$ cat config.mk
export PLATFORM = sky130hd
export DESIGN_NAME = bundle_decoder_flat
export DESIGN_NICKNAME = d
export VERILOG_FILES = /design/src/bundle_pkg.sv /design/src/bundle_if.sv /design/src/bundle_decoder.sv /design/src/flat_wrapper.sv
export SDC_FILE = /design/constraint.sdc
export NUM_CORES = 1
export LEC_CHECK = 0
export ABC_CLOCK_PERIOD_IN_PS = 12800
export BUFFER_PORTS_ARGS = -buffer_cell sky130_fd_sc_hd__buf_2
export CAP_MARGIN = 20
export CORE_AREA = 5 5 206 208
export DETAILED_ROUTE_END_ITERATION = 10
export DIE_AREA = 0 0 211 213
export HOLD_SLACK_MARGIN = 0.12
export MAX_ROUTING_LAYER = met4
export SLEW_MARGIN = 20
export SYNTH_ARGS = -nofsm -noshare
export SYNTH_HDL_FRONTEND = slang
export SYNTH_SLANG_ARGS = --single-unit
$ cat constraint.sdc
create_clock -name clk -period 12.8 [get_ports clk]
set_clock_uncertainty 0.15 [all_clocks]
set_input_delay 2.56 -clock clk [delete_from_list [all_inputs] [get_ports clk]]
set_output_delay 2.56 -clock clk [all_outputs]
set_load 0.1 [all_outputs]
$ cat src/bundle_pkg.sv
// ============================================================================
// Shared constants of the bundle decoder and the syllable fetch end.
package bundle_pkg;

    // ========================================================================
    // Syllable layout.
    localparam int SYL_W       = 32;
    localparam int STOP_BIT    = 31;
    localparam int EXT_SEL_BIT = 23;
    localparam int EXT_W       = 23;
    localparam int SHORT_W     = 9;
    localparam int SHORT_LSB   = 12;
    localparam int MAX_SYL     = 4;
    localparam int ADDR_W      = 30;
    localparam int CNT_W       = 2;

    // ========================================================================
    // Operation class field, bits 30:24, and the match patterns per class.
    localparam int CLS_LSB = 24;
    localparam int CLS_W   = 7;
    localparam logic [CLS_W-1:0] EXT_MASK = 7'h7C;
    localparam logic [CLS_W-1:0] EXT_VAL  = 7'h50;
    localparam logic [CLS_W-1:0] MUL_MASK = 7'h78;
    localparam logic [CLS_W-1:0] MUL_VAL  = 7'h48;
    localparam logic [CLS_W-1:0] CF_MASK  = 7'h60;
    localparam logic [CLS_W-1:0] CF_VAL   = 7'h60;
    localparam logic [CLS_W-1:0] LS_MASK  = 7'h70;
    localparam logic [CLS_W-1:0] LS_VAL   = 7'h20;
    localparam logic LEFT_BOUND = 1'h0;

    // ========================================================================
    // Recoverable exception cause bits.
    localparam int CAUSE_W      = 7;
    localparam int CS_EXT_ODD   = 0;
    localparam int CS_MUL_EVEN  = 1;
    localparam int CS_CF_PLACE  = 2;
    localparam int CS_LS_COUNT  = 3;
    localparam int CS_TOO_LONG  = 4;
    localparam int CS_ORPHAN    = 5;
    localparam int CS_UNIT      = 6;

    // ========================================================================
    // Decoder phases.
    typedef enum logic [1:0] {
        ST_COLLECT = 2'b00,
        ST_PRE     = 2'b01,
        ST_COMMIT  = 2'b10
    } dec_state_t;

    // ========================================================================
    // Fetch end register map and status layout.
    localparam int REG_AW = 8;
    localparam logic [REG_AW-1:0] REG_PC     = 8'h00;
    localparam logic [REG_AW-1:0] REG_SYL    = 8'h04;
    localparam logic [REG_AW-1:0] REG_STATUS = 8'h08;
    localparam logic [REG_AW-1:0] REG_MASK   = 8'h0C;
    localparam logic [REG_AW-1:0] REG_CAUSE  = 8'h10;
    localparam int EV_W        = 3;
    localparam int EV_COMMIT   = 0;
    localparam int EV_EXC      = 1;
    localparam int EV_FATAL    = 2;
    localparam int ST_PEND_BIT = 8;

endpackage

$ cat src/bundle_if.sv
`timescale 1ns/1ps
// ============================================================================
// Link between the syllable fetch end and the bundle decoder.
interface bundle_if;
    logic                                 syl_valid;
    logic                                 syl_ready;
    logic [bundle_pkg::SYL_W-1:0]         syl_data;
    logic [bundle_pkg::ADDR_W-1:0]        syl_addr;
    logic                                 commit_evt;
    logic                                 exc_evt;
    logic                                 fatal_evt;
    logic [bundle_pkg::CAUSE_W-1:0]       exc_cause;

    modport dec (
        input  syl_valid, syl_data, syl_addr,
        output syl_ready, commit_evt, exc_evt, fatal_evt, exc_cause
    );
    modport fetch (
        output syl_valid, syl_data, syl_addr,
        input  syl_ready, commit_evt, exc_evt, fatal_evt, exc_cause
    );
endinterface

$ cat src/bundle_decoder.sv
// Implementation choices: the register addresses and strobed register access.
`timescale 1ns/1ps
module bundle_decoder #(
    parameter int SLOTS = bundle_pkg::MAX_SYL
) (
    input  wire logic                                    clk,
    input  wire logic                                    reset,
    input  wire logic                                    ce,
    bundle_if.dec                                        link,
    input  wire logic                                    unit_exc,
    input  wire logic                                    bus_err,
    output logic                                         pre_phase,
    output logic                                         commit,
    output logic                                         fatal,
    output logic [SLOTS-1:0]                             op_valid,
    output logic [SLOTS-1:0][bundle_pkg::SYL_W-1:0]      op_word,
    output logic [SLOTS-1:0][bundle_pkg::SYL_W-1:0]      op_imm
);
    localparam int W = bundle_pkg::SYL_W;

    // ========================================================================
    // State.
    bundle_pkg::dec_state_t                     state_ff;
    logic                                       ready_ff;
    logic [bundle_pkg::CNT_W-1:0]               cnt_ff;
    logic                                       too_long_ff;
    logic [SLOTS-1:0][W-1:0]                    buf_ff;
    logic [SLOTS-1:0][bundle_pkg::ADDR_W-1:0]   addr_ff;
    logic                                       pre_ff;
    logic                                       commit_ff;
    logic                                       fatal_ff;
    logic                                       exc_ff;
    logic [bundle_pkg::CAUSE_W-1:0]             cause_ff;
    logic [SLOTS-1:0]                           op_valid_ff;
    logic [SLOTS-1:0][W-1:0]                    op_word_ff;
    logic [SLOTS-1:0][W-1:0]                    op_imm_ff;

    logic                                       take;
    logic                                       last;
    logic [SLOTS-1:0]                           in_b;
    logic [SLOTS-1:0]                           is_ext;
    logic [SLOTS-1:0]                           is_op;
    logic [SLOTS-1:0]                           l_ext;
    logic [SLOTS-1:0]                           r_ext;
    logic [SLOTS-1:0]                           l_op;
    logic [SLOTS-1:0]                           r_op;
    logic [SLOTS-1:0][W-1:0]                    l_word;
    logic [SLOTS-1:0][W-1:0]                    r_word;
    logic [SLOTS-1:0][W-1:0]                    imm;
    logic [bundle_pkg::CAUSE_W-1:0]             cause;
    logic [bundle_pkg::CNT_W:0]                 n_cf;
    logic [bundle_pkg::CNT_W:0]                 n_ls;

    // Matches the class field of a syllable against a mask and value.
    function automatic logic cls_is(input logic [W-1:0] s,
                                    input logic [bundle_pkg::CLS_W-1:0] m,
                                    input logic [bundle_pkg::CLS_W-1:0] v);
        cls_is = (s[bundle_pkg::CLS_LSB +: bundle_pkg::CLS_W] & m) == v;
    endfunction

    // Builds the full immediate from an extension word and the short field.
    function automatic logic [W-1:0] long_imm(input logic [W-1:0] e,
                                              input logic [W-1:0] s);
        long_imm = {e[bundle_pkg::EXT_W-1:0], {bundle_pkg::SHORT_W{1'b0}}}
                 + {{(W-bundle_pkg::SHORT_W){1'b0}},
                    s[bundle_pkg::SHORT_LSB +: bundle_pkg::SHORT_W]};
    endfunction

    assign take = ready_ff && link.syl_valid;
    assign last = link.syl_data[bundle_pkg::STOP_BIT]
               || (cnt_ff == bundle_pkg::CNT_W'(SLOTS - 1));

    // ========================================================================
    // Per-slot classification and neighbour view.
    genvar g;
    generate
        for (g = 0; g < SLOTS; g++) begin : gen_slot
            assign in_b[g]   = (bundle_pkg::CNT_W'(g) <= cnt_ff);
            assign is_ext[g] = in_b[g] && cls_is(buf_ff[g], bundle_pkg::EXT_MASK,
                                                 bundle_pkg::EXT_VAL);
            assign is_op[g]  = in_b[g] && !is_ext[g];
            if (g > 0) begin : gen_l
                assign l_ext[g]  = is_ext[g-1];
                assign l_op[g]   = is_op[g-1];
                assign l_word[g] = buf_ff[g-1];
            end else begin : gen_l0
                assign l_ext[g]  = 1'b0;
                assign l_op[g]   = 1'b0;
                assign l_word[g] = '0;
            end
            if (g < SLOTS - 1) begin : gen_r
                assign r_ext[g]  = is_ext[g+1];
                assign r_op[g]   = is_op[g+1];
                assign r_word[g] = buf_ff[g+1];
            end else begin : gen_r0
                assign r_ext[g]  = 1'b0;
                assign r_op[g]   = 1'b0;
                assign r_word[g] = '0;
            end
        end
    endgenerate

    // Immediates and placement checks for the bundle held in the buffer.
    always_comb begin
        cause = '0;
        n_cf  = '0;
        n_ls  = '0;
        for (int i = 0; i < SLOTS; i++) begin
            if (l_ext[i] && l_word[i][bundle_pkg::EXT_SEL_BIT] != bundle_pkg::LEFT_BOUND) begin
                imm[i] = long_imm(l_word[i], buf_ff[i]);
            end else if (r_ext[i]
                         && r_word[i][bundle_pkg::EXT_SEL_BIT] == bundle_pkg::LEFT_BOUND) begin
                imm[i] = long_imm(r_word[i], buf_ff[i]);
            end else begin
                imm[i] = {{(W-bundle_pkg::SHORT_W){buf_ff[i][bundle_pkg::SHORT_LSB
                          + bundle_pkg::SHORT_W - 1]}},
                          buf_ff[i][bundle_pkg::SHORT_LSB +: bundle_pkg::SHORT_W]};
            end
            if (is_ext[i]) begin
                if (addr_ff[i][0]) begin
                    cause[bundle_pkg::CS_EXT_ODD] = 1'b1;
                end
                if (buf_ff[i][bundle_pkg::EXT_SEL_BIT] == bundle_pkg::LEFT_BOUND) begin
                    cause[bundle_pkg::CS_ORPHAN] |= !l_op[i];
                end else begin
                    cause[bundle_pkg::CS_ORPHAN] |= !r_op[i];
                end
            end
            if (is_op[i] && cls_is(buf_ff[i], bundle_pkg::MUL_MASK, bundle_pkg::MUL_VAL)
                && !addr_ff[i][0]) begin
                cause[bundle_pkg::CS_MUL_EVEN] = 1'b1;
            end
            if (is_op[i] && cls_is(buf_ff[i], bundle_pkg::CF_MASK, bundle_pkg::CF_VAL)) begin
                n_cf = n_cf + 1'b1;
                if (i != 0) begin
                    cause[bundle_pkg::CS_CF_PLACE] = 1'b1;
                end
            end
            if (is_op[i] && cls_is(buf_ff[i], bundle_pkg::LS_MASK, bundle_pkg::LS_VAL)) begin
                n_ls = n_ls + 1'b1;
            end
        end
        if (n_cf > 1) begin
            cause[bundle_pkg::CS_CF_PLACE] = 1'b1;
        end
        if (n_ls > 1) begin
            cause[bundle_pkg::CS_LS_COUNT] = 1'b1;
        end
        cause[bundle_pkg::CS_TOO_LONG] = too_long_ff;
        cause[bundle_pkg::CS_UNIT]     = unit_exc;
    end

    // ========================================================================
    // Phase sequencing and syllable collection.
    always_ff @(posedge clk or posedge reset) begin
        if (reset) begin
            state_ff    <= bundle_pkg::ST_COLLECT;
            ready_ff    <= 1'b1;
            cnt_ff      <= '0;
            too_long_ff <= 1'b0;
            pre_ff      <= 1'b0;
        end else if (ce) begin
            unique case (state_ff)
                bundle_pkg::ST_COLLECT: begin
                    if (take) begin
                        if (last) begin
                            state_ff    <= bundle_pkg::ST_PRE;
                            ready_ff    <= 1'b0;
                            pre_ff      <= 1'b1;
                            too_long_ff <= !link.syl_data[bundle_pkg::STOP_BIT];
                        end else begin
                            cnt_ff <= cnt_ff + 1'b1;
                        end
                    end
                end
                bundle_pkg::ST_PRE: begin
                    pre_ff <= 1'b0;
                    if (|cause) begin
                        state_ff <= bundle_pkg::ST_COLLECT;
                        ready_ff <= 1'b1;
                        cnt_ff   <= '0;
                    end else begin
                        state_ff <= bundle_pkg::ST_COMMIT;
                    end
                end
                bundle_pkg::ST_COMMIT: begin
                    state_ff <= bundle_pkg::ST_COLLECT;
                    ready_ff <= 1'b1;
                    cnt_ff   <= '0;
                end
                default: begin
                    state_ff <= bundle_pkg::ST_COLLECT;
                    ready_ff <= 1'b1;
                    cnt_ff   <= '0;
                end
            endcase
        end
    end

    // Syllable buffer, written only while collecting.
    always_ff @(posedge clk or posedge reset) begin
        if (reset) begin
            buf_ff  <= '0;
            addr_ff <= '0;
        end else if (ce && take) begin
            buf_ff[cnt_ff]  <= link.syl_data;
            addr_ff[cnt_ff] <= link.syl_addr;
        end
    end

    // Architectural outputs change only in the commit phase.
    always_ff @(posedge clk or posedge reset) begin
        if (reset) begin
            op_valid_ff <= '0;
            op_word_ff  <= '0;
            op_imm_ff   <= '0;
            commit_ff   <= 1'b0;
        end else if (ce) begin
            commit_ff <= (state_ff == bundle_pkg::ST_PRE) && !(|cause);
            if (state_ff == bundle_pkg::ST_PRE && !(|cause)) begin
                op_valid_ff <= is_op;
                op_word_ff  <= buf_ff;
                op_imm_ff   <= imm;
            end
        end
    end

    // Exceptions: recoverable ones before commit, bus error only after it.
    always_ff @(posedge clk or posedge reset) begin
        if (reset) begin
            exc_ff   <= 1'b0;
            cause_ff <= '0;
            fatal_ff <= 1'b0;
        end else if (ce) begin
            exc_ff   <= (state_ff == bundle_pkg::ST_PRE) && (|cause);
            fatal_ff <= (state_ff == bundle_pkg::ST_COMMIT) && bus_err;
            if (state_ff == bundle_pkg::ST_PRE && (|cause)) begin
                cause_ff <= cause;
            end
        end
    end

    assign link.syl_ready  = ready_ff;
    assign link.commit_evt = commit_ff;
    assign link.exc_evt    = exc_ff;
    assign link.fatal_evt  = fatal_ff;
    assign link.exc_cause  = cause_ff;
    assign pre_phase       = pre_ff;
    assign commit          = commit_ff;
    assign fatal           = fatal_ff;
    assign op_valid        = op_valid_ff;
    assign op_word         = op_word_ff;
    assign op_imm          = op_imm_ff;

endmodule

$ cat src/flat_wrapper.sv
// flat-port wrapper written by rule: the top's interface ports become plain ports
module bundle_decoder_flat 
#(
    parameter int SLOTS = bundle_pkg::MAX_SYL
)
  (clk, reset, ce, unit_exc, bus_err, pre_phase, commit, fatal, op_valid, op_word, op_imm, link_syl_valid, link_syl_data, link_syl_addr, link_syl_ready, link_commit_evt, link_exc_evt, link_fatal_evt, link_exc_cause);
  bundle_if link_i ();
  input  wire logic clk;
  input  wire logic reset;
  input  wire logic ce;
  input  wire logic unit_exc;
  input  wire logic bus_err;
  output logic pre_phase;
  output logic commit;
  output logic fatal;
  output logic [SLOTS-1:0] op_valid;
  output logic [SLOTS-1:0][bundle_pkg::SYL_W-1:0] op_word;
  output logic [SLOTS-1:0][bundle_pkg::SYL_W-1:0] op_imm;
  input wire logic [$bits(link_i.syl_valid)-1:0] link_syl_valid;
  input wire logic [$bits(link_i.syl_data)-1:0] link_syl_data;
  input wire logic [$bits(link_i.syl_addr)-1:0] link_syl_addr;
  output wire logic [$bits(link_i.syl_ready)-1:0] link_syl_ready;
  output wire logic [$bits(link_i.commit_evt)-1:0] link_commit_evt;
  output wire logic [$bits(link_i.exc_evt)-1:0] link_exc_evt;
  output wire logic [$bits(link_i.fatal_evt)-1:0] link_fatal_evt;
  output wire logic [$bits(link_i.exc_cause)-1:0] link_exc_cause;
  assign link_i.syl_valid = link_syl_valid;
  assign link_i.syl_data = link_syl_data;
  assign link_i.syl_addr = link_syl_addr;
  assign link_syl_ready = link_i.syl_ready;
  assign link_commit_evt = link_i.commit_evt;
  assign link_exc_evt = link_i.exc_evt;
  assign link_fatal_evt = link_i.fatal_evt;
  assign link_exc_cause = link_i.exc_cause;
  bundle_decoder #(.SLOTS(SLOTS)) u_core (.clk(clk), .reset(reset), .ce(ce), .link(link_i), .unit_exc(unit_exc), .bus_err(bus_err), .pre_phase(pre_phase), .commit(commit), .fatal(fatal), .op_valid(op_valid), .op_word(op_word), .op_imm(op_imm));
endmodule
# Yosys cells after proc, flatten, opt, wreduce, memory -nomap -nowiden
# Cells that the tools add are included.
[word_totals] wordCells=199 in_bits=68 output_inout_bits=274 regBits=525
[op_classes] mux=60 n_bitwise=8 n_lt_le_gt_ge=8 n_eq_ne=23 reduce_logical=61 addsub=13
[op_table] op="2-to-1 mux 32 bit" n=7
[op_table] op="adder 32 x 9 -> 32 bit" n=6
[op_table] op="bitwise mux 128 bit" n=1
[op_table] op="bitwise mux 120 bit" n=1
[op_table] op="demux 32 bit (select 2 bit)" n=1
[op_table] op="demux 30 bit (select 2 bit)" n=1
[op_table] op="logical AND 1 bit" n=36
[op_table] op="2-to-1 mux 1 bit" n=32
[op_table] op="2-to-1 mux 30 bit" n=1
[op_table] op="== test 5 bit, second input constant" n=4
[op_table] op="2-to-1 mux 3 bit" n=6
[op_table] op="== test 4 bit, second input constant" n=4
[op_table] op="AND reduction 4 bit" n=4
[op_table] op="zero test 1 bit" n=14
[op_table] op="adder 3 x 1 -> 3 bit, second input constant" n=4
[op_table] op="== test 2 bit, second input constant" n=6
[op_table] op="== test 3 x 2 -> 1 bit, second input constant" n=4
[op_table] op="2-to-1 mux 2 bit" n=6
[op_table] op="one-hot mux 2 bit (2 select lines)" n=2
[op_table] op="OR reduction 7 bit" n=1
[op_table] op="greater-than comparator 3 x 1 -> 1 bit, second input constant" n=2
[op_table] op="inequality test 2 x 1 -> 1 bit, second input constant" n=3
[op_table] op="bitwise OR 1 bit" n=5
[op_table] op="adder 1 x 1 -> 2 bit, second input constant" n=2
[op_table] op="other kinds (14)" n=20

# Depth between registers and ports, before layout
[depth] ltp_word=20 ltp_mapped=16 mapped_depth_nobuf=14

# Worst setup path after synthesis
# Ideal clock, no wire load.
[synth_path] path_kind="input port to flip-flop" from="input ce" to="register u_core.op_imm_ff, in the netlist u_core.op_imm[100]" n_path_buf=3 arrival_time_ps=4122 setup_time_ps=128 setup_slack_ps=8399 cell_stages=7 t_required_ps=12522 path_cell_list="clkbuf_1 -> inv_1 -> nor3_1 -> nand4_2 -> buf_2 -> buf_2 -> mux2_1"
[synth_between] elab_chain_len=1
[synth_lines] element="start: declaration" line="flat_wrapper.sv:10" text="input wire logic ce;"
[synth_lines] element="AND reduction 2 bit (no source line)"
[synth_lines] element="end signal: assignment" line="bundle_decoder.sv:223" text="op_imm_ff <= imm;"
[synth_lines] element="end: declaration" line="bundle_decoder.sv:36" text="logic [SLOTS-1:0][W-1:0] op_imm_ff;"
# No other way between the ends.
# A chain may end at the register's enable or synchronous reset.

# Final worst setup path
[layout_path] from="register u_core.cnt_ff[1] (netlist bit)" to="register u_core.op_word_ff, in the netlist u_core.op_word[66]"
[layout_between] elab_chain_len=20 word_cells_on_any_way=85 classes_between="6 x add/sub; 6 x order compare; 32 x mux; 5 x bitwise; 36 x reduce/logical"
[layout_lines] element="start: declaration" line="bundle_decoder.sv:25" text="logic [bundle_pkg::CNT_W-1:0] cnt_ff;"
[layout_lines] element="start signal: assignment" line="bundle_decoder.sv:172" text="cnt_ff <= cnt_ff + 1'b1;"
[layout_lines] element="branches (longest 16 deep; another with adder 3 x 1 -> 3 bit)"
[layout_lines] element="OR reduction 7 bit *" line="bundle_decoder.sv:220" text="if (state_ff == bundle_pkg::ST_PRE && !(|cause)) begin"
[layout_lines] element="zero test 1 bit *" line="bundle_decoder.sv:220"
[layout_lines] element="logical AND 1 bit *" line="bundle_decoder.sv:220"
[layout_lines] element="AND reduction 2 bit (no source line) *"
[layout_lines] element="end signal: assignment" line="bundle_decoder.sv:222" text="op_word_ff <= buf_ff;"
[layout_lines] element="end: declaration" line="bundle_decoder.sv:35" text="logic [SLOTS-1:0][W-1:0] op_word_ff;"
# Mark *: on every way between the ends.

==> results by group <==
Clocking
  – CTS tree: yes
  – Cts bufs inserted: 42
  – H-tree depth: 2
  – Post-CTS sizing: 0
  – Bufs on Longest Clock Path: 3
  – Root buffer cell: clkbuf_16
  – Skew-Pair Late Insertion Delay: 560 ps
  – Cts hold-fix bufs: 0
  – Setup bufs post-CTS: 0
  – Clk pin slew, worst setup/hold paths: 60 ps
  – Clock sinks: 373

Critical path
  – R2R Setup Slk: 6870 ps
  – Worst Path Required: 13,090 ps
  – Worst R2R Path Depth: 14
  – Critical Path Start Type: register
  – Worst-path maximum fanout: 71
  – Crit path DAT: 6210 ps
  – Reg-to-reg endpoint: u_core.op_word[66]
  – Reg2reg start: u_core.cnt_ff[1]
  – Critical Path End Type: register
  – CP Class: reg2reg

Synthesis
  – Syn nets: 1,282
  – Synthesized area per cell: 13.2 um^2
  – Synth async-reset ratio: 1.00
  – Synthesized flop and latch total: 373
  – Most frequent cell after synthesis: dfrtp_1
  – Most common library cells after synthesis: dfrtp_1 (372), mux2_2 (199), mux2_1 (112)
  – Ys flop type: dfrtp_1
  – Top cell type by total area after synthesis: dfrtp_1
  – Mapped Cells: 1,205
  – EDFF count, synth: 0
  – Top cells by area, synth: dfrtp_1 (59%), mux2_2 (14%), mux2_1 (7.9%)
  – Warnings from Yosys: 0
  – Unique masters post-synth: 55
  – Synth Cell Area: 15,900 um^2
  – Post-synthesis sequential area ratio: 0.588
  – Top-area cell type share of the netlist area: 0.586

Global routing
  – Largest net degree at the start of global routing: 183
  – Gr usage total: 0.193
  – First-pass GRT wire length: 65,600 um
  – Grt ovf: 0
  – Initial antenna violation count: 5
  – Vias in the first global route: 10,815

Die
  – Io pins: 342
  – Die Width: 211 um
  – Core ar.: 40,400 um^2
  – Starting Density: 0.393
  – Rows: 74
  – Die height: 213 um
  – Die area: 44,900 um^2

Timing
  – Headroom to the max-slew limit: 0.294
  – Highest Clock Rate: 169 MHz
  – Pins over their slew limit: 0
  – Crit path time final: 5930 ps
  – Fin crit share: 0.463
  – RSZ-0062 raised after global routing: no
  – Worst-Margin Slew: 1060 ps
  – Final-report setup violation count: 0
  – Setup TNS: 0 ps
  – Hold Fails Final Rpt: 0

Worst hold path
  – WHS Path Cells: 1
  – Worst hold path type: reg2reg
  – Min-delay src: u_core.buf_ff[89]
  – Hold Crit Endpoint: u_core.op_word[89]

Detailed routing
  – Via Count: 10,406
  – DRC errors left: 0
  – Avg WL per Cell: 21.0 um
  – DRT Wirelength: 42,700 um
  – Routed Antenna Nets: 0
  – Pre-antenna DRT Iters: 4
  – Routed vias/inst: 5.10
  – First-iteration detailed-routing DRC count: 530

Cells and area
  – Area grow syn2layout: 21.3%
  – Final Non-Filler Cells: 2,040
  – Filler instances: 3,718
  – Layout net count: 1,547
  – Fraction of layout cells with a size suffix above 1: 0.411

Run
  – Max-cap violations: 0

Placement
  – Placer Congestion: 0.799
  – Placed Cells: 1,957
  – Port buffer count: 312
  – HPWL after DPL: 28,800 um

Status
  – Status: finished clean
worst max-delay path, cell delays in order (launching register included):
cell and delay (ps):
dfrtp_1 470, inv_1 160, ha_1 470, nor2_1 130
nand3b_1 140, inv_1 50, ha_1 310, xnor2_1 190
ha_1 250, or4b_1 590, a2111oi_4 560, nand4_4 620
buf_4 600, buf_4 550, mux2_1 460
placed cells by master (no fill, tap or decap), types with 3 or more instances in the layout:
cell type / n
ha_1: 9
mux2_1: 112
nor2b_1: 4
inv_1: 58
clkbuf_16: 43
a21o_1: 4
a31oi_1: 49
nand2_1: 6
clkbuf_8: 10
dfrtp_1: 372
mux2i_1: 48
a21oi_1: 95
o21ai_0: 5
mux2_2: 199
buf_4: 15
clkbuf_1: 9
clkinvlp_4: 5
bufinv_16: 5
diode_2: 5
nand2_2: 5
nand2b_1: 3
nor2_1: 60
and3_1: 3
nor3_1: 6
nand3_1: 5
buf_2: 312
clkinv_2: 3
cell type report:
class                      instances  area (um^2)  share of cell area
sequential                       373         9340               0.485
multi-input combinational        664         5810               0.302
timing repair buffer             330         1730              0.0900
clock buffer                      62         1250              0.0648
tap                              532          666              0.0346
inverter                          59          225              0.0117
clock inverter                    15          221              0.0115
antenna                            5         12.5            0.000650
logic make-up after synthesis:
family / share of synthesized area
compound gates: 0.0643
buf+inv: 0.0508
xor+xnor: 0.000552
simple gates: 0.0382
mux: 0.251
fa+ha+maj: 0.00709
flops: 0.588
through the flow:
stage | instance area, um^2 | hold WS, ps | setup WS (ps) | utilization
after floorplan | 15900 | 302 | 5080 | -
after global placement | 17700 | 310 | 6760 | 0.439
after detailed placement | 17700 | 322 | 6710 | 0.439
after CTS | 19200 | 335 | 6800 | 0.476
after global routing | 19200 | 353 | 6520 | 0.477
final | 19200 | 330 | 6870 | 0.477
sequential cells by signal, indices dropped and copies added (netlist names):
| name | count |
|---|---|
| u_core.pre_phase | 1 |
| u_core.link.exc_evt | 1 |
| u_core.state_ff | 2 |
| u_core.addr_ff | 4 |
| u_core.fatal | 1 |
| u_core.commit | 1 |
| u_core.op_imm | 128 |
| u_core.link.exc_cause | 7 |
| u_core.op_valid | 4 |
| u_core.buf_ff | 128 |
| u_core.link.syl_ready | 1 |
| u_core.op_word | 92 |
| u_core.cnt_ff | 2 |
| u_core.too_long_ff | 1 |
worst max-delay path by stage:
stage / slack (ps) / end / from / cells after the start
floorplan: 5080 / u_core.addr_ff[0] / reset / 1
detailed placement: 6710 / u_core.op_word[66] / ce / 7
finish: 6870 / u_core.op_word[66] / u_core.cnt_ff[1] / 14
global route: 6520 / u_core.op_imm[46] / u_core.cnt_ff[1] / 14
CTS: 6800 / u_core.op_word[103] / u_core.cnt_ff[1] / 14
global placement: 6760 / u_core.op_imm[41] / ce / 7
metal layers:
metal,global-route usage,vias up,wire length [um],part of all wire
li1,-,4751,-,-
met1,0.251,5323,18700,0.44
met2,0.305,265,20300,0.47
met3,0.0425,67,2630,0.061
met4,0.0633,0,1130,0.027
met5,-,-,0,0
Power is left out: the tool's default activity adds up to more than one toggle a clock period on the data nets, which glitch-free logic cannot reach.
